--- src/rsa_pkg.sv ---
package rsa_pkg;
  localparam int unsigned CLK_HZ = 200_000_000;
  localparam int unsigned TICK_PER_S = 1000;
  // Clock cycles in one millisecond tick.
  localparam int unsigned TICK_CYC = CLK_HZ / TICK_PER_S;
  localparam int unsigned MS_W = 16;
  // Times in their own unit, then in millisecond ticks.
  localparam int unsigned LED_ON_S = 7;
  localparam int unsigned LED_OFF_S = 2;
  localparam int unsigned OFF_HOLD_S = 2;
  localparam int unsigned WE_DELAY_MS = 10;
  localparam int unsigned BLINK_HALF_MS = 500;
  localparam int unsigned LED_ON_MS = LED_ON_S * TICK_PER_S;
  localparam int unsigned LED_OFF_MS = LED_OFF_S * TICK_PER_S;
  localparam int unsigned OFF_HOLD_MS = OFF_HOLD_S * TICK_PER_S;
  // Analog thresholds, output volts in 0.1 V steps, currents in amperes.
  localparam logic [9:0] VOUT_OC_DV = 10'h186;
  localparam logic [9:0] VOUT_BLINK_DV = 10'h168;
  localparam logic [8:0] PDF_DIFF_A = 9'h00A;
  // Command codes and operation data.
  localparam logic [7:0] CMD_OPERATION = 8'h01;
  localparam logic [7:0] CMD_CLEAR_FAULTS = 8'h03;
  localparam logic [7:0] CMD_BLINK_START = 8'hD2;
  localparam logic [7:0] CMD_BLINK_STOP = 8'hD3;
  localparam logic [7:0] CMD_WRITE_EN = 8'hD6;
  localparam logic [7:0] CMD_WRITE_DIS = 8'hD7;
  localparam logic [7:0] CMD_INHIBIT = 8'hD8;
  localparam logic [7:0] CMD_AUTO = 8'hD9;
  localparam logic [7:0] OP_UNIT_ON = 8'h80;
  localparam logic [7:0] OP_UNIT_OFF = 8'h00;
  // Unit state flag positions.
  localparam int unsigned US_ISO_OK = 6;
  localparam int unsigned US_INT_FAULT = 5;
  localparam int unsigned US_SHUTDOWN = 4;
  localparam int unsigned US_SERVICE = 3;
  localparam int unsigned US_EXT_FAULT = 2;
  localparam int unsigned US_FLASHING = 1;
  localparam int unsigned US_OUT_ON = 0;
  // Internal alarm and operating alarm positions used by logic.
  localparam int unsigned IA_PWR_DELIV = 0;
  localparam int unsigned OA_OVER_CURR = 3;
  localparam logic [7:0] FLAGS_RST = 8'h00;
  typedef enum logic [1:0] {
    RSA_BLINK_IDLE = 2'b01,
    RSA_BLINK_RUN = 2'b10
  } rsa_blink_t;
endpackage

--- src/rsa_status_ctrl.sv ---
// Contract
// - Unit state flags in documented bit order.
// - Internal alarm flags in documented bit order.
// - Power delivery fault when currents differ >10A.
// - Operating alarm flags in documented bit order.
// - Output below 39V sets over-current, shuts down.
// - Isolation failure never sets internal fault.
// - Test blinks both LEDs 7s lit, 2s dark.
// - Test-off command ends pattern, LEDs back to normal status use.
// - Upper EEPROM quarter protected until write-enable.
// - Write-enable takes effect after about 10ms.
// - Write-disable restores upper quarter protection.
// - Limit above 36V keeps output LED blinking.
// - Limit below 36V in restart mode: hiccup.
// - Output LED lit when on, dark otherwise.
// - Inhibit-restart latches off after OV/OT/OC shutdown.
// - Latch leaves after 2s off, or mode switch.
// - Successful restart clears alarms, flags restarted.
// - Flags read 1 when condition present.
// - Auto-restart default; its command restores it.
module rsa_status_ctrl #(
  parameter int unsigned TICK_CYC = rsa_pkg::TICK_CYC,
  parameter int unsigned LED_ON_MS = rsa_pkg::LED_ON_MS,
  parameter int unsigned LED_OFF_MS = rsa_pkg::LED_OFF_MS,
  parameter int unsigned OFF_HOLD_MS = rsa_pkg::OFF_HOLD_MS,
  parameter int unsigned BLINK_HALF_MS = rsa_pkg::BLINK_HALF_MS
) (
  input logic i_mclk,
  input logic i_rst_b,
  input logic i_cmd_valid,
  input logic [7:0] i_cmd_code,
  input logic [7:0] i_cmd_data,
  input logic i_remote_on_b,
  input logic i_iso_test_ok,
  input logic i_iso_test_failed,
  input logic i_internal_fault,
  input logic i_external_fault,
  input logic i_service_req,
  input logic i_fan_fault,
  input logic i_no_primary,
  input logic i_primary_ot,
  input logic i_dcdc_ot,
  input logic i_vout_below_bus,
  input logic i_tsense_fail,
  input logic i_aux5_fault,
  input logic [7:0] i_iout_a,
  input logic [7:0] i_ishare_a,
  input logic [9:0] i_vout_dv,
  input logic i_power_limit,
  input logic i_current_limit,
  input logic i_primary_fault,
  input logic i_ot_shutdown,
  input logic i_ot_warning,
  input logic i_ov_shutdown,
  input logic i_vout_oor,
  input logic i_vin_oor,
  output logic [7:0] o_unit_state_flags,
  output logic [7:0] o_internal_alarm_flags,
  output logic [7:0] o_operating_alarm_flags,
  output logic o_restarted_ok,
  output logic o_iso_failed,
  output logic o_output_on,
  output logic o_hiccup,
  output logic o_latched_off,
  output logic o_restart_inhibit,
  output logic o_output_led,
  output logic o_service_led,
  output logic o_eeprom_upper_wp
);
  localparam int unsigned MSW = rsa_pkg::MS_W;

  initial begin
    if (LED_ON_MS < 1 || LED_OFF_MS < 1 || OFF_HOLD_MS < 1 || BLINK_HALF_MS < 1) begin
      $error("rsa_status_ctrl: timer counts must be at least 1");
    end
    if (LED_ON_MS >= 65536 || LED_OFF_MS >= 65536 || OFF_HOLD_MS >= 65536) begin
      $error("rsa_status_ctrl: timer counts exceed counter width");
    end
  end

  ////////////////////////////////////////////////////////////////////////////
  logic tick;
  logic cmd_op_on;
  logic cmd_op_off;
  logic cmd_clr;
  logic cmd_start;
  logic cmd_stop;
  logic cmd_we;
  logic cmd_wd;
  logic cmd_inh;
  logic cmd_auto;
  logic req_on;
  logic op_on_r;
  logic inhibit_r;
  logic latched_r;
  logic out_on_r;
  logic hiccup_r;
  logic oc_cond;
  logic pdf_cond;
  logic shut_now;
  logic in_limit;
  logic restart_evt;
  logic [MSW-1:0] off_ms_r;
  logic [8:0] i_diff;
  logic [7:0] ia_live;
  logic [7:0] oa_live;
  logic [7:0] ia_r;
  logic [7:0] oa_r;
  logic [7:0] us_r;
  logic restarted_r;
  rsa_pkg::rsa_blink_t blink_st_r;
  logic blink_lit_r;
  logic [MSW-1:0] blink_ms_r;
  logic [3:0] we_ms_r;
  logic we_pend_r;
  logic wp_r;
  logic [MSW-1:0] lim_ms_r;
  logic lim_phase_r;
  logic out_led_r;
  logic svc_led_r;

  rsa_ms_tick #(
    .CYC(TICK_CYC)
  ) u_tick (
    .i_mclk(i_mclk),
    .i_rst_b(i_rst_b),
    .o_tick(tick)
  );

  ////////////////////////////////////////////////////////////////////////////
  // Command decode.
  assign cmd_op_on = i_cmd_valid && i_cmd_code == rsa_pkg::CMD_OPERATION
                     && i_cmd_data == rsa_pkg::OP_UNIT_ON;
  assign cmd_op_off = i_cmd_valid && i_cmd_code == rsa_pkg::CMD_OPERATION
                      && i_cmd_data == rsa_pkg::OP_UNIT_OFF;
  assign cmd_clr = i_cmd_valid && i_cmd_code == rsa_pkg::CMD_CLEAR_FAULTS;
  assign cmd_start = i_cmd_valid && i_cmd_code == rsa_pkg::CMD_BLINK_START;
  assign cmd_stop = i_cmd_valid && i_cmd_code == rsa_pkg::CMD_BLINK_STOP;
  assign cmd_we = i_cmd_valid && i_cmd_code == rsa_pkg::CMD_WRITE_EN;
  assign cmd_wd = i_cmd_valid && i_cmd_code == rsa_pkg::CMD_WRITE_DIS;
  assign cmd_inh = i_cmd_valid && i_cmd_code == rsa_pkg::CMD_INHIBIT;
  assign cmd_auto = i_cmd_valid && i_cmd_code == rsa_pkg::CMD_AUTO;

  ////////////////////////////////////////////////////////////////////////////
  // Fault conditions.
  assign i_diff = (i_iout_a >= i_ishare_a) ? {1'b0, i_iout_a - i_ishare_a}
                                            : {1'b0, i_ishare_a - i_iout_a};
  assign pdf_cond = i_diff > rsa_pkg::PDF_DIFF_A;
  assign oc_cond = out_on_r && (i_vout_dv < rsa_pkg::VOUT_OC_DV);
  assign shut_now = i_ov_shutdown || i_ot_shutdown || oc_cond;
  assign in_limit = i_power_limit || i_current_limit;
  assign req_on = !i_remote_on_b && op_on_r;
  assign restart_evt = req_on && (off_ms_r == MSW'(OFF_HOLD_MS));

  assign ia_live = {i_fan_fault, i_no_primary, i_primary_ot, i_dcdc_ot,
                    i_vout_below_bus, i_tsense_fail, i_aux5_fault, pdf_cond};
  assign oa_live = {i_power_limit, i_primary_fault, i_ot_shutdown, i_ot_warning,
                    oc_cond, i_ov_shutdown, i_vout_oor, i_vin_oor};

  ////////////////////////////////////////////////////////////////////////////
  // Operation command state; the unit comes up commanded on.
  always_ff @(posedge i_mclk) begin
    if (!i_rst_b) begin
      op_on_r <= 1'b1;
    end else if (cmd_op_off) begin
      op_on_r <= 1'b0;
    end else if (cmd_op_on) begin
      op_on_r <= 1'b1;
    end
  end

  // Time spent commanded off, saturating at the hold time.
  always_ff @(posedge i_mclk) begin
    if (!i_rst_b) begin
      off_ms_r <= '0;
    end else if (req_on) begin
      off_ms_r <= '0;
    end else if (tick && off_ms_r != MSW'(OFF_HOLD_MS)) begin
      off_ms_r <= off_ms_r + 1'b1;
    end
  end

  // Restart mode, default auto-restart after bias power-up.
  always_ff @(posedge i_mclk) begin
    if (!i_rst_b) begin
      inhibit_r <= 1'b0;
    end else if (cmd_auto) begin
      inhibit_r <= 1'b0;
    end else if (cmd_inh) begin
      inhibit_r <= 1'b1;
    end
  end

  // Latch-off after a protective shutdown in inhibit mode.
  always_ff @(posedge i_mclk) begin
    if (!i_rst_b) begin
      latched_r <= 1'b0;
    end else if (inhibit_r && out_on_r && shut_now) begin
      latched_r <= 1'b1;
    end else if (cmd_auto || restart_evt) begin
      latched_r <= 1'b0;
    end
  end

  // Output enable and hiccup request.
  always_ff @(posedge i_mclk) begin
    if (!i_rst_b) begin
      out_on_r <= 1'b0;
      hiccup_r <= 1'b0;
    end else begin
      out_on_r <= req_on && !latched_r && !shut_now && !hiccup_r;
      hiccup_r <= !inhibit_r && in_limit && (i_vout_dv < rsa_pkg::VOUT_BLINK_DV);
    end
  end

  ////////////////////////////////////////////////////////////////////////////
  // Alarm registers hold each event until a successful restart; a new
  // event in the clearing cycle is kept.
  always_ff @(posedge i_mclk) begin
    if (!i_rst_b) begin
      ia_r <= rsa_pkg::FLAGS_RST;
      oa_r <= rsa_pkg::FLAGS_RST;
    end else if (restart_evt || (cmd_auto && latched_r)) begin
      ia_r <= ia_live;
      oa_r <= oa_live;
    end else begin
      ia_r <= ia_r | ia_live;
      oa_r <= oa_r | oa_live;
    end
  end

  // Restarted-successfully flag, cleared by the clear-faults command.
  always_ff @(posedge i_mclk) begin
    if (!i_rst_b) begin
      restarted_r <= 1'b0;
    end else if (restart_evt || (cmd_auto && latched_r)) begin
      restarted_r <= 1'b1;
    end else if (cmd_clr) begin
      restarted_r <= 1'b0;
    end
  end

  // Unit state flags; the isolation result never feeds the fault bit.
  always_ff @(posedge i_mclk) begin
    if (!i_rst_b) begin
      us_r <= rsa_pkg::FLAGS_RST;
    end else begin
      us_r <= 8'h00;
      us_r[rsa_pkg::US_ISO_OK] <= i_iso_test_ok;
      us_r[rsa_pkg::US_INT_FAULT] <= i_internal_fault;
      us_r[rsa_pkg::US_SHUTDOWN] <= !out_on_r;
      us_r[rsa_pkg::US_SERVICE] <= svc_led_r;
      us_r[rsa_pkg::US_EXT_FAULT] <= i_external_fault;
      us_r[rsa_pkg::US_FLASHING] <= blink_st_r == rsa_pkg::RSA_BLINK_RUN;
      us_r[rsa_pkg::US_OUT_ON] <= out_on_r;
    end
  end

  ////////////////////////////////////////////////////////////////////////////
  // Identification blink: lit phase first, then dark, until stopped.
  always_ff @(posedge i_mclk) begin
    if (!i_rst_b) begin
      blink_st_r <= rsa_pkg::RSA_BLINK_IDLE;
      blink_lit_r <= 1'b0;
      blink_ms_r <= '0;
    end else begin
      case (blink_st_r)
        rsa_pkg::RSA_BLINK_IDLE: begin
          if (cmd_start) begin
            blink_st_r <= rsa_pkg::RSA_BLINK_RUN;
            blink_lit_r <= 1'b1;
            blink_ms_r <= '0;
          end
        end
        rsa_pkg::RSA_BLINK_RUN: begin
          if (cmd_stop) begin
            blink_st_r <= rsa_pkg::RSA_BLINK_IDLE;
            blink_lit_r <= 1'b0;
            blink_ms_r <= '0;
          end else if (cmd_start) begin
            blink_lit_r <= 1'b1;
            blink_ms_r <= '0;
          end else if (tick) begin
            if (blink_lit_r && blink_ms_r == MSW'(LED_ON_MS - 1)) begin
              blink_lit_r <= 1'b0;
              blink_ms_r <= '0;
            end else if (!blink_lit_r && blink_ms_r == MSW'(LED_OFF_MS - 1)) begin
              blink_lit_r <= 1'b1;
              blink_ms_r <= '0;
            end else begin
              blink_ms_r <= blink_ms_r + 1'b1;
            end
          end
        end
        default: begin
          blink_st_r <= rsa_pkg::RSA_BLINK_IDLE;
          blink_lit_r <= 1'b0;
          blink_ms_r <= '0;
        end
      endcase
    end
  end

  // Blink phase for the output LED while in limit above 36 V.
  always_ff @(posedge i_mclk) begin
    if (!i_rst_b || !in_limit) begin
      lim_ms_r <= '0;
      lim_phase_r <= 1'b1;
    end else if (tick) begin
      if (lim_ms_r == MSW'(BLINK_HALF_MS - 1)) begin
        lim_ms_r <= '0;
        lim_phase_r <= !lim_phase_r;
      end else begin
        lim_ms_r <= lim_ms_r + 1'b1;
      end
    end
  end

  // Front LEDs; the test pattern drives both together.
  always_ff @(posedge i_mclk) begin
    if (!i_rst_b) begin
      out_led_r <= 1'b0;
      svc_led_r <= 1'b0;
    end else if (blink_st_r == rsa_pkg::RSA_BLINK_RUN) begin
      out_led_r <= blink_lit_r;
      svc_led_r <= blink_lit_r;
    end else begin
      svc_led_r <= i_service_req;
      if (!out_on_r) begin
        out_led_r <= 1'b0;
      end else if (in_limit && i_vout_dv > rsa_pkg::VOUT_BLINK_DV) begin
        out_led_r <= lim_phase_r;
      end else begin
        out_led_r <= 1'b1;
      end
    end
  end

  ////////////////////////////////////////////////////////////////////////////
  // EEPROM upper-quarter protection with delayed enable.
  always_ff @(posedge i_mclk) begin
    if (!i_rst_b) begin
      wp_r <= 1'b1;
      we_pend_r <= 1'b0;
      we_ms_r <= '0;
    end else if (cmd_wd) begin
      wp_r <= 1'b1;
      we_pend_r <= 1'b0;
      we_ms_r <= '0;
    end else if (cmd_we) begin
      we_pend_r <= 1'b1;
      we_ms_r <= '0;
    end else if (we_pend_r && tick) begin
      if (we_ms_r == 4'(rsa_pkg::WE_DELAY_MS - 1)) begin
        wp_r <= 1'b0;
        we_pend_r <= 1'b0;
        we_ms_r <= '0;
      end else begin
        we_ms_r <= we_ms_r + 1'b1;
      end
    end
  end

  ////////////////////////////////////////////////////////////////////////////
  assign o_unit_state_flags = us_r;
  assign o_internal_alarm_flags = ia_r;
  assign o_operating_alarm_flags = oa_r;
  assign o_restarted_ok = restarted_r;
  assign o_iso_failed = i_iso_test_failed;
  assign o_output_on = out_on_r;
  assign o_hiccup = hiccup_r;
  assign o_latched_off = latched_r;
  assign o_restart_inhibit = inhibit_r;
  assign o_output_led = out_led_r;
  assign o_service_led = svc_led_r;
  assign o_eeprom_upper_wp = wp_r;

  ////////////////////////////////////////////////////////////////////////////
  a_iso_no_fault: assert property (@(posedge i_mclk) disable iff (!i_rst_b)
    i_iso_test_failed && !i_internal_fault |=> !o_unit_state_flags[5])
    else $error("isolation failure set internal fault");
  a_pdf_flag_set: assert property (@(posedge i_mclk) disable iff (!i_rst_b)
    ({1'b0, i_iout_a} > {1'b0, i_ishare_a} + 9'h00A) |=> o_internal_alarm_flags[0])
    else $error("power delivery fault not flagged");
  a_oc_shutdown: assert property (@(posedge i_mclk) disable iff (!i_rst_b)
    o_output_on && i_vout_dv < 10'h186 |=> o_operating_alarm_flags[3] && !o_output_on)
    else $error("low output voltage did not shut down");
  a_blink_start_lit: assert property (@(posedge i_mclk) disable iff (!i_rst_b)
    cmd_start && !cmd_stop |=> ##1 o_service_led && o_output_led ##1 o_unit_state_flags[1])
    else $error("blink test did not start lit");
  a_blink_stop_dark: assert property (@(posedge i_mclk) disable iff (!i_rst_b)
    cmd_stop |=> !blink_lit_r ##1 !o_service_led)
    else $error("blink test did not stop");
  a_we_delayed: assert property (@(posedge i_mclk) disable iff (!i_rst_b)
    cmd_we && !cmd_wd && o_eeprom_upper_wp |=> o_eeprom_upper_wp [*8])
    else $error("write enable took effect too early");
  a_wd_protects: assert property (@(posedge i_mclk) disable iff (!i_rst_b)
    cmd_wd |=> o_eeprom_upper_wp && !we_pend_r)
    else $error("write disable ignored");
  a_latch_holds: assert property (@(posedge i_mclk) disable iff (!i_rst_b)
    o_latched_off && !cmd_auto && !restart_evt |=> o_latched_off ##1 !o_output_on)
    else $error("latched unit came back on");
  a_auto_restores: assert property (@(posedge i_mclk) disable iff (!i_rst_b)
    cmd_auto |=> !o_restart_inhibit && !o_latched_off)
    else $error("auto-restart command not applied");
  a_hiccup_entry: assert property (@(posedge i_mclk) disable iff (!i_rst_b)
    !o_restart_inhibit && in_limit && i_vout_dv < 10'h168 |=> o_hiccup)
    else $error("hiccup not entered");
  a_led_dark_off: assert property (@(posedge i_mclk) disable iff (!i_rst_b)
    !o_output_on && blink_st_r == rsa_pkg::RSA_BLINK_IDLE |=> !o_output_led)
    else $error("output led lit while unit off");
  a_restart_flags: assert property (@(posedge i_mclk) disable iff (!i_rst_b)
    restart_evt |=> o_restarted_ok)
    else $error("restart not flagged");
endmodule

--- src/rsa_ms_tick.sv ---
module rsa_ms_tick #(
  parameter int unsigned CYC = rsa_pkg::TICK_CYC
) (
  input logic i_mclk,
  input logic i_rst_b,
  output logic o_tick
);
  localparam int unsigned CW = $clog2(CYC);
  logic [CW-1:0] cnt_r;

  initial begin
    if (CYC < 2) begin
      $error("rsa_ms_tick: CYC must be at least 2");
    end
  end

  // One-cycle pulse every CYC clocks.
  always_ff @(posedge i_mclk) begin
    if (!i_rst_b) begin
      cnt_r <= '0;
      o_tick <= 1'b0;
    end else if (cnt_r == CW'(CYC - 1)) begin
      cnt_r <= '0;
      o_tick <= 1'b1;
    end else begin
      cnt_r <= cnt_r + 1'b1;
      o_tick <= 1'b0;
    end
  end
endmodule

--- config.mk ---
export PLATFORM = sky130hd
export DESIGN_NAME = rsa_status_ctrl
export DESIGN_NICKNAME = d
export VERILOG_FILES = /design/src/rsa_pkg.sv /design/src/rsa_status_ctrl.sv /design/src/rsa_ms_tick.sv
export SDC_FILE = /design/constraint.sdc
export NUM_CORES = 1
export LEC_CHECK = 0
export BUFFER_PORTS_ARGS = -buffer_cell sky130_fd_sc_hd__buf_4
export CORE_MARGIN = 10
export CORE_UTILIZATION = 40
export CTS_CLUSTER_SIZE = 10
export DETAILED_ROUTE_END_ITERATION = 8
export HOLD_SLACK_MARGIN = 0.15
export PLACE_DENSITY = 0.7
export SETUP_SLACK_MARGIN = 0.02
export SKIP_LAST_GASP = 1
export SLEW_MARGIN = 20
export SYNTH_ARGS = -nofsm -noshare
export SYNTH_HDL_FRONTEND = slang
export SYNTH_SLANG_ARGS = --single-unit
--- constraint.sdc ---
create_clock -name i_mclk -period 3.24 [get_ports i_mclk]
set_clock_uncertainty 0.05 [all_clocks]
set_input_delay 0.486 -clock i_mclk [delete_from_list [all_inputs] [get_ports i_mclk]]
set_output_delay 0.486 -clock i_mclk [all_outputs]
set_load 0.03 [all_outputs]
=== After elaboration in Yosys (flattened, before gate mapping) ===
Cells that the tools add are included.

* Add/sub/neg operators: 7
* Order comparisons: 5
* Equality and inequality tests: 22
* Mux-type cells: 36
* Bitwise gates (word level): 4
* Reductions and logical operators: 59

{| class="wikitable"
|+ Operator list
! kind !! count
|-
| two-way mux 16 bit || 7
|-
| equality test 8 bit, second input constant || 7
|-
| adder 16 x 1 -> 16 bit, second input constant || 3
|-
| equality test 16 x 11 -> 1 bit, second input constant || 2
|-
| one-hot mux 16 bit (2 select lines) || 1
|-
| logical AND 1 bit || 26
|-
| two-way mux 8 bit || 3
|-
| < comparator 10 x 9 -> 1 bit, second input constant || 2
|-
| two-way mux 1 bit || 20
|-
| adder 18 x 1 -> 18 bit, second input constant || 1
|-
| equality test 18 bit, second input constant || 1
|-
| equality test 16 x 13 -> 1 bit, second input constant || 1
|-
| equality test 16 x 9 -> 1 bit, second input constant || 1
|-
| inequality test 16 x 11 -> 1 bit, second input constant || 1
|-
| bitwise OR 8 bit || 2
|-
| subtractor 8 bit || 2
|-
| > comparator 10 x 9 -> 1 bit, second input constant || 1
|-
| logical NOT 1 bit || 10
|-
| nonzero test 2 bit || 5
|-
| equality test 8 x 1 -> 1 bit, second input constant || 1
|-
| equality test 8 x 2 -> 1 bit, second input constant || 1
|-
| greater-or-equal comparator 8 bit || 1
|-
| > comparator 8 x 4 -> 1 bit, second input constant || 1
|-
| logical NOT 8 bit || 1
|-
| other kinds (17) || 32
|}

* Bits in registers: 109
* Input bits: 66
* Output and inout bits: 33
* Word-level logic and storage cells: 156

=== Logic depth before layout (Yosys ltp) ===
Gate-level depths: netlist (run 1).

* Depth in word-level cells: 8
* Mapped depth: 10
* Depth with buffers taken out: 10

=== Cells and area by module ===
Synthesis (run 1) repeated with hierarchy kept, for this count alone.

* Cell total of the unflattened synthesis: 649
* Area, all modules: 5476.5 um2

{| class="wikitable"
|+ By module, submodules not included
! module !! times used !! cells each !! area an instance (um2) !! sequential area each (um2)
|-
| rsa_status_ctrl || 1 || 556 || 4609.4 || 1781.7
|-
| rsa_ms_tick || 1 || 93 || 867.1 || 380.4
|}

=== Least setup slack after synthesis (run 1) ===
No wires, ideal clock.

* Path kind: input to register
* Start: input port i_iout_a[0]
* End: register ia_r[0], in the netlist o_internal_alarm_flags[0]
* Arrival: 2.113 ns
* Data required time: 3.057 ns
* Path slack: 0.944 ns
* Cell stages on the path: 10
* Path through: inv_1 > ha_1 > inv_1 > fa_1 > a21o_1 > a21oi_1 > a21oi_1 > a211oi_1 > a21boi_0 > a311oi_1

* Cells in the longest elaborated chain, start to end: 5

{| class="wikitable"
|+ Ends and longest elaborated chain
! item !! RTL line !! text
|-
| start, declared || rsa_status_ctrl.sv:46 || <nowiki>input logic [7:0] i_iout_a,</nowiki>
|-
| subtractor 8 bit (tied with other cells) || rsa_status_ctrl.sv:147 || <nowiki>: {1'b0, i_ishare_a - i_iout_a};</nowiki>
|-
| two-way mux 8 bit (*) || rsa_status_ctrl.sv:146 || <nowiki>assign i_diff = (i_iout_a >= i_ishare_a) ? {1'b0, i_iout_a - i_ishare_a}</nowiki>
|-
| > comparator 8 x 4 -> 1 bit (*) || rsa_status_ctrl.sv:148 || <nowiki>assign pdf_cond = i_diff > rsa_pkg::PDF_DIFF_A;</nowiki>
|-
| bitwise OR 8 bit || rsa_status_ctrl.sv:227 || <nowiki>ia_r <= ia_r | ia_live;</nowiki>
|-
| two-way mux 8 bit (*) || rsa_status_ctrl.sv:223 || <nowiki>end else if (restart_evt || (cmd_auto && latched_r)) begin</nowiki>
|-
| end signal, assigned || rsa_status_ctrl.sv:221 || <nowiki>ia_r <= rsa_pkg::FLAGS_RST;</nowiki>
|-
| end signal, assigned || rsa_status_ctrl.sv:224 || <nowiki>ia_r <= ia_live;</nowiki>
|-
| end signal, assigned || rsa_status_ctrl.sv:227 ||
|-
| end, declared || rsa_status_ctrl.sv:107 || <nowiki>logic [7:0] ia_r;</nowiki>
|}

Every way passes the cells marked *; elsewhere a longest branch is shown, timed or not.
A chain may end at the register's enable or synchronous reset.

=== Final worst setup path (run 1) ===
Same ends and word-level chain as after synthesis.

==> metrics, run 1 <==
status complete, no violations; Initial Util 0.408; worst path arrival time approximately 2400 ps; required time worst endpoint around 3400 ps; final max-slew violation count 0; setup violators final 0; Max Clk Rate 447 MHz; register clock-pin slew on the reported worst setup and hold paths approximately 70 ps; filler cell count around 1.3k; row count 42; DP Area about 0.0063 mm^2; CP max FO 2; critical path type primary input to register; final wirelength around 13 mm; I/O Pins 99; GR Util met3 0.0579; met2 Use GR 0.231; slowest CP cell fa_1; WL/cell 14.4 um; Post-CTS Setup Inserts 0; Worst Slack Setup Final between 1000 and 1500 ps; HP Class primary input to register; hold path startpoint i_no_primary; gpl congestion 0.811; share of cells above drive strength 1 0.181; cell taking the most area after synthesis dfxtp_1; CTS tree yes; number of synthesized flops with an enable pin 0; hold_buf cts 0; cell area after layout between 0.006 and 0.007 mm^2; Yosys reg bits 108; cells on worst reg2reg path 8; die area around 0.019 mm^2; Area Overhead vs Synth 21.0%; PD cells 416 mW/mm^2; FF-to-FF Start blink_st_r[0]; total CTS buffers 9; met1 track demand over resource 0.162; first-pass GRT wire length around 21 mm; initial DRC count roughly 270; placed insts a little under 900; worst skew pair latency roughly 350 ps; ys flop type dfxtp_1; Seq/Total Area, Yosys 0.400; clk buf depth 2; TNS Setup 0 ps; root buffer cell clkbuf_16; hpwl dp just over 10 mm; Cell Chain, Critical Path buf_4 -> inv_1 -> ha_1 -> inv_1 -> fa_1 -> a21o_1 -> a21oi_1 -> a21oi_1 -> a211oi_1 -> a21boi_0 -> a311oi_1; Max stage delay on crit path between 300 and 400 ps; most frequent cells in the layout dfxtp_1, nor2_1, buf_4; Cell variety after synth between 60 and 70; core area 0.0132 mm^2; Die X between 100 and 150 um; pin count of the biggest net entering global routing 34; Die Ht 136 um; Tcrit/Tclk final 0.691; max cap viols 0; reg2reg end blink_ms_r[15]; Worst setup EP type register; VDD IR max roughly 0.32 mV; most area-consuming cells after synthesis dfxtp_1, nor2_1, xor2_1; Vias between 4k and 5k; # DRC 0; GRT busiest layer met2; Final Instance Count excl. Fillers between 900 and 1k; register area 0.00216 mm^2; Yosys top cell area share 0.400; Yosys warnings 0; antenna diode count 0; final critical-path required period between 2000 and 2500 ps; syn nets about 730; DR pass1 iterations 4; commonest non-fill, non-tap cell in the layout dfxtp_1; RSZ-0062 raised after global routing false; WHS Path Cells 3; Sink Count between 100 and 150; post-cts resize count 0; initial antenna violation count 0; slew at the pin closest to its max-slew limit about 760 ps; vias per cell 5.13; Cells after Synth around 640; Post-synth ARST share 0; slew margin rel. 0.489; Total Nets Final ~820; IO Port Bufs between 90 and 100; Static Leak 2.64 nW; Antenna Nets Post-Route 0; crit path launch type primary input; total grt overflow 0; gr usage total 0.139; Worst Hold Endpoint o_internal_alarm_flags[6]; Post-Syn Area between 0.005 and 0.006 mm^2; Min Hold Slack between 200 and 300 ps; dpl ws 645 ps; Final Hold Viols 0; reg2reg setup slack about 1100 ps; area of the multi-input gates 0.00301 mm^2; vias in the first global route between 4k and 5k; H-tree Lvls 3; Syn Area/Cell ~8.5 um^2
state kept, by name, indices dropped and copies added (netlist names), 2 cells and up:
| signal | cells |
|---|---|
| o_operating_alarm_flags | 8 |
| u_tick.cnt_r | 18 |
| off_ms_r | 16 |
| lim_ms_r | 16 |
| o_internal_alarm_flags | 8 |
| blink_ms_r | 16 |
| we_ms_r | 4 |
| o_unit_state_flags | 7 |
| blink_st_r | 2 |
through the flow:
step | total power, mW | utilization
after global routing | 2.84 | 0.494
after detailed placement | 1.72 | 0.473
final | 2.72 | 0.494
after floorplan | 1.59 | -
after CTS | 2.75 | 0.494
after global placement | 1.71 | 0.473
report_power, final:
group / internal (mW) / switching [mW] / total, mW / leakage, nW
sequential: 1.35 / 0.0137 / 1.36 / 0.877
combinational: 0.143 / 0.185 / 0.328 / 1.63
clock: 0.530 / 0.501 / 1.03 / 0.134
total: 2.02 / 0.699 / 2.72 / 2.64
worst max path at each step:
stage	start	to	slack, ps	cells after the start
2_1_floorplan	i_iout_a[0]	o_internal_alarm_flags[0]	940	10
3_5_place_dp	i_iout_a[0]	o_internal_alarm_flags[0]	640	11
5_1_grt	i_iout_a[0]	o_internal_alarm_flags[0]	820	11
4_1_cts	i_iout_a[0]	o_internal_alarm_flags[0]	1010	11
6_report	i_iout_a[0]	o_internal_alarm_flags[0]	1000	11
3_3_place_gp	i_iout_a[0]	o_internal_alarm_flags[0]	730	11
cells in the mapped netlist (15+ instances only):
cell     count
nand2_1     45
o21ai_0     15
ha_1        22
inv_1       34
a21oi_1     44
nand4_1     23
and3_1      17
nand3_1     25
dfxtp_1    108
nor2_1     106
xnor2_1     20
xor2_1      43
area by class of cell:
class / instances / area share
well taps: 176 / 0.0337
inverters: 37 / 0.0212
repair buffers: 97 / 0.111
flip-flops and latches: 108 / 0.331
clock buffers: 10 / 0.0350
multi-input cells: 472 / 0.461
clock inverters: 6 / 0.00727
layer usage:
layer	wire [um]	vias up
met5	0	-
met4	138	0
met3	1070	9
met2	6130	110
met1	5720	2157
li1	-	2369
kinds of logic after synthesis:
| group | count (synthesis) | share of synthesized area |
|---|---|---|
| fa+ha+maj | 24 | 0.0584 |
| other cells | 1 | 0.000694 |
| buf+inv | 56 | 0.0421 |
| simple gates | 281 | 0.263 |
| xor+xnor | 63 | 0.102 |
| mux | 6 | 0.0111 |
| compound gates | 97 | 0.122 |
| flops | 108 | 0.400 |
worst max-delay path, delay by kind of cell:
kind                     cells  cell delay [ps]
buffers and inverters        3              230
adder cells (fa/ha/maj)      2              550
AO/OA/AOI/OAI                6             1130
(Power assumes the default switching activity.)
==> inputs of run 2 (changes only) <==
- clock period: 3.24 -> 2.3 ns (I/O delays scaled with it)
==> run 2 against run 1 <==
- critical path depth increased by 1
- global-route usage increased by 1.1 points
- worst setup slack got worse by 780 ps
- clock power increased by 63%
- first-iteration DRC count decreased by 9.2%
- flip-flop and latch count unchanged
- sequential power increased by 41%
- largest cell class unchanged
- largest power group unchanged
- highest routed layer unchanged
==> metrics, run 2 (same netlist as run 1, synthesis figures left out) <==
required time worst endpoint 2480 ps; Area Overhead vs Synth 26.1%; Die Ht 136 um; pin count of the biggest net entering global routing 34; vias in the first global route 4945; switching part of the total 0.247; H-tree Lvls 3; slew margin rel. 0.639; WHS Path Cells 3; Tot Pwr 4.10 mW; internal power between 3 and 4 mW; gpl congestion ~0.8; critical path type primary input to register; Post-CTS Setup Inserts 0; Initial Util 0.408; final core occ 0.514; worst skew pair latency approximately 360 ps; worst path arrival time around 2300 ps; # DRC 0; Static Leak 2.78 nW; Tcrit/Tclk final 0.903; row count between 40 and 50; Largest register FFs 18; core area around 0.013 mm^2; crit path launch type primary input; max cap viols 0; status complete, no violations; final wirelength around 14 mm; setup violators final 0; VDD IR max about 0.4 mV; die area 0.0186 mm^2; RSZ-0062 raised after global routing false; gr usage total 0.150; Clk pwr share 0.411; final max-slew violation count 0; Worst setup EP type register; hpwl dp 10.5 mm; register clock-pin slew on the reported worst setup and hold paths about 70 ps; CTS tree yes; total grt overflow 0; dpl ws -128 ps; most frequent cells in the layout dfxtp_1, buf_4, nor2_1; post-cts resize count 0; Die X about 140 um; sequential share of power 0.468; reg2reg setup slack between 200 and 300 ps; Min Hold Slack around 160 ps; DR pass1 iterations 4; antenna diode count 0; Sink Count 108; Combinational Power Share 0.121; share of cells above drive strength 1 0.192; Antenna Nets Post-Route 0; clk buf depth 2; HP Class primary input to register; total CTS buffers 9; Switch Pwr ~1.0 mW; cells on worst reg2reg path 6; initial antenna violation count 0; initial DRC count approximately 250; PD cells 602 mW/mm^2; WL/cell ~15 um; I/O Pins 99; first-pass GRT wire length ~23 mm; final critical-path required period 2080 ps; slew at the pin closest to its max-slew limit approximately 540 ps; Worst Slack Setup Final about 220 ps; Vias roughly 4.8k; vias per cell ~5.1; Max Clk Rate 482 MHz; Total Nets Final between 800 and 900; CP max FO 2; root buffer cell clkbuf_16; Top reg by flops u_tick.cnt_r; IO Port Bufs 95; Final Hold Viols 0
[run 2: cell count changes in the layout (fill, tap and decap cells not counted)]
cell           delta
clkinvlp_4        +1
inv_6             -3
buf_4            +11
inv_8             +1
dlygate4sd3_1    +12
clkbuf_1          -1
buf_12            +1
bufinv_16         +2
[run 2: path summary, 6_finish.rpt]
path                                      from                          to
worst min register to register  o_restarted_ok              o_restarted_ok
worst max-delay path               i_iout_a[0]   o_internal_alarm_flags[0]
worst min-delay path             i_ot_shutdown  o_operating_alarm_flags[5]
worst max register to register     off_ms_r[6]   o_internal_alarm_flags[0]
[run 2: through the flow]
| stage | TNS (ps) | area, um^2 | std cells |
|---|---|---|---|
| 6_report | 0 | 6810 | 930 |
| 5_1_grt | 0 | 6810 | 930 |
| 4_1_cts | 0 | 6810 | 930 |
| 3_5_place_dp | -128 | 6360 | 902 |
| 3_3_place_gp | -8.37 | 6360 | 902 |
| 2_1_floorplan | 0 | 5400 | 636 |
[run 2: worst max-delay path, cell delays in order]
cell       delay, ps
buf_4            110
inv_1             50
ha_1             160
inv_1             50
fa_1             380
buf_4            150
xnor2_1          240
nand2_1           80
o31ai_1          210
nand4_1          140
a2111oi_2        240
a311oi_1          90
[run 2: power groups by stage]
stage	Clock, mW	Combinational, mW	Sequential [mW]
global route	1.79	0.548	1.92
global placement	0	0.463	1.96
detailed placement	0	0.481	1.96
CTS	1.73	0.499	1.92
finish	1.68	0.498	1.92
floorplan	0	0.223	2.01
[run 2: cell type report]
class                   count  area (um^2)
fillers                  1251         6430
well taps                 176          220
clock inverters             7          100
flip-flops and latches    108         2160
repair buffers            121          951
multi-input cells         472         3010
clock buffers               9          225
inverters                  37          139
[run 2: what timing repair did]
item | 4_1_cts | 5_1_grt
hold buffers | 12 | 0
setup endpoints to repair | 0 | 0
endpoints found under the hold margin | 12 | 0
[run 2: routing by layer]
metal | part of all wire | GRT usage
met2 | 0.49 | 0.260
met1 | 0.42 | 0.169
met4 | 0.016 | 0.0456
met3 | 0.078 | 0.0561
met5 | 0 | 0
==> inputs of run 3 (changes only) <==
- CTS_BUF_LIST: unset -> sky130_fd_sc_hd__clkbuf_4 sky130_fd_sc_hd__clkbuf_8
==> run 3 against run 2 <==
- register-to-register slack better by 20 ps
- final cell count up 0.65%
- clock power down 23%
- worst setup slack better by 39 ps
- critical path depth unchanged
- die area unchanged
- non-clock buffer count up 6
- highest routed layer unchanged
- worst hold slack better by 7.7 ps
- fmax up 1.9%
- design area down 0.61%
- largest cell class unchanged
==> metrics, run 3 (same netlist as run 1, synthesis figures left out) <==
max cap viols 0; critical path type primary input to register; most frequent cells in the layout dfxtp_1, buf_4, nor2_1; Worst Hold Endpoint op_on_r; Sink Count roughly 110; Die X 136 um; Total Nets Final ~850; setup violators final 0; H-tree Lvls 3; Static Leak approximately 2.8 nW; CP max FO 2; slew at the pin closest to its max-slew limit 538 ps; Tcrit/Tclk final 0.885; VDD IR max ~0.35 mV; gr usage total 0.151; pin count of the biggest net entering global routing 34; antenna diode count 0; crit path launch type primary input; hpwl dp around 10 mm; core area between 0.01 and 0.015 mm^2; Clk pwr share 0.349; slew margin rel. 0.641; CTS tree yes; internal power between 2 and 3 mW; Vias ~4.8k; vias per cell approximately 5.1; worst path arrival time between 2000 and 2500 ps; worst skew pair latency between 300 and 400 ps; Final Hold Viols 0; CP bufs+invs 4; status complete, no violations; Die Ht ~140 um; DR pass1 iterations 4; hold path startpoint i_rst_b; dpl ws -128 ps; WHS Path Cells 2; PD cells between 500 and 600 mW/mm^2; FF-to-FF Start off_ms_r[6]; Initial Util 0.408; cells on worst reg2reg path 6; total CTS buffers 9; CP top delay family adder cells; switching part of the total 0.261; Max Clk Rate between 400 and 500 MHz; final core occ 0.511; final max-slew violation count 0; hold_buf cts 18; Worst Slack Setup Final about 260 ps; gpl congestion 0.813; RSZ-0062 raised after global routing false; # DRC 0; Top reg by flops u_tick.cnt_r; Area Overhead vs Synth 25.3%; root buffer cell clkbuf_8; Worst setup EP type register; reg2reg setup slack 290 ps; I/O Pins 99; IO Port Bufs between 90 and 100; slowest CP cell fa_1; final wirelength 13.6 mm; clk buf depth 2; final critical-path required period 2040 ps; Antenna Nets Post-Route 0; reg2reg end o_internal_alarm_flags[0]; Switch Pwr around 0.97 mW; Cell Chain, Critical Path buf_4 -> inv_1 -> ha_1 -> inv_1 -> fa_1 -> buf_4 -> xnor2_1 -> nand2_1 -> o31ai_1 -> nand4_1 -> a2111oi_2 -> a311oi_1; Combinational Power Share 0.136; total grt overflow 0; HP Class primary input to register; Min Hold Slack 166 ps; register clock-pin slew on the reported worst setup and hold paths ~100 ps; required time worst endpoint approximately 2500 ps; die area around 0.019 mm^2; sequential share of power 0.515; Max stage delay on crit path ~380 ps; row count 42; first-pass GRT wire length ~23 mm; Post-CTS Setup Inserts 0; Tot Pwr 3.73 mW; vias in the first global route between 4k and 5k; post-cts resize count 0; WL/cell roughly 15 um; initial DRC count 247; Largest register FFs 18; share of cells above drive strength 1 0.191; initial antenna violation count 0
-- run 3: cell count changes in the layout (fill, tap and decap cells not counted), sizes merged --
cell / delta
dlygate4sd3: +6
-- run 3: worst max path at each step --
stage,start,slack [ps],cells after the start,to
2_1_floorplan,i_iout_a[0],140,10,o_internal_alarm_flags[0]
3_3_place_gp,i_iout_a[0],-8,12,o_internal_alarm_flags[0]
3_5_place_dp,i_iout_a[0],-130,12,o_internal_alarm_flags[0]
4_1_cts,off_ms_r[6],260,6,o_internal_alarm_flags[0]
5_1_grt,off_ms_r[6],170,6,o_internal_alarm_flags[0]
6_report,i_iout_a[0],260,12,o_internal_alarm_flags[0]
-- run 3: through the flow --
step / cell area [um^2] / std cells / setup TNS (ps)
final: 6770 / 936 / 0
after global routing: 6770 / 936 / 0
after CTS: 6770 / 936 / 0
after detailed placement: 6360 / 902 / -128
after global placement: 6360 / 902 / -8.37
after floorplan: 5400 / 636 / 0
-- run 3: cell type report --
class                      instances  area [um^2]
multi-input combinational        472         3010
clock inverter                     7          100
fill                            1264         6470
inverter                          37          139
sequential                       108         2160
tap                              176          220
clock buffer                       9          124
timing repair buffer             127         1010
-- run 3: power by group through the flow --
stage / sequential [mW] / clock (mW) / combinational (mW)
final: 1.92 / 1.30 / 0.507
after global routing: 1.92 / 1.41 / 0.557
after CTS: 1.92 / 1.34 / 0.507
after detailed placement: 1.96 / 0 / 0.481
after global placement: 1.96 / 0 / 0.463
after floorplan: 2.01 / 0 / 0.223
-- run 3: routing by layer --
layer  global-route usage  vias up  part of all wire
met1                0.168     2242              0.42
met2                0.261      113              0.49
met3               0.0557       17             0.069
met5                    0        -                 0
met4               0.0491        0             0.016
li1                     -     2420                 -
-- run 3: worst reg2reg max path, delay by kind of cell (launching register included) --
family          cells  cell delay, ps
simple gates        3             840
compound gates      3             610
flops               1             400
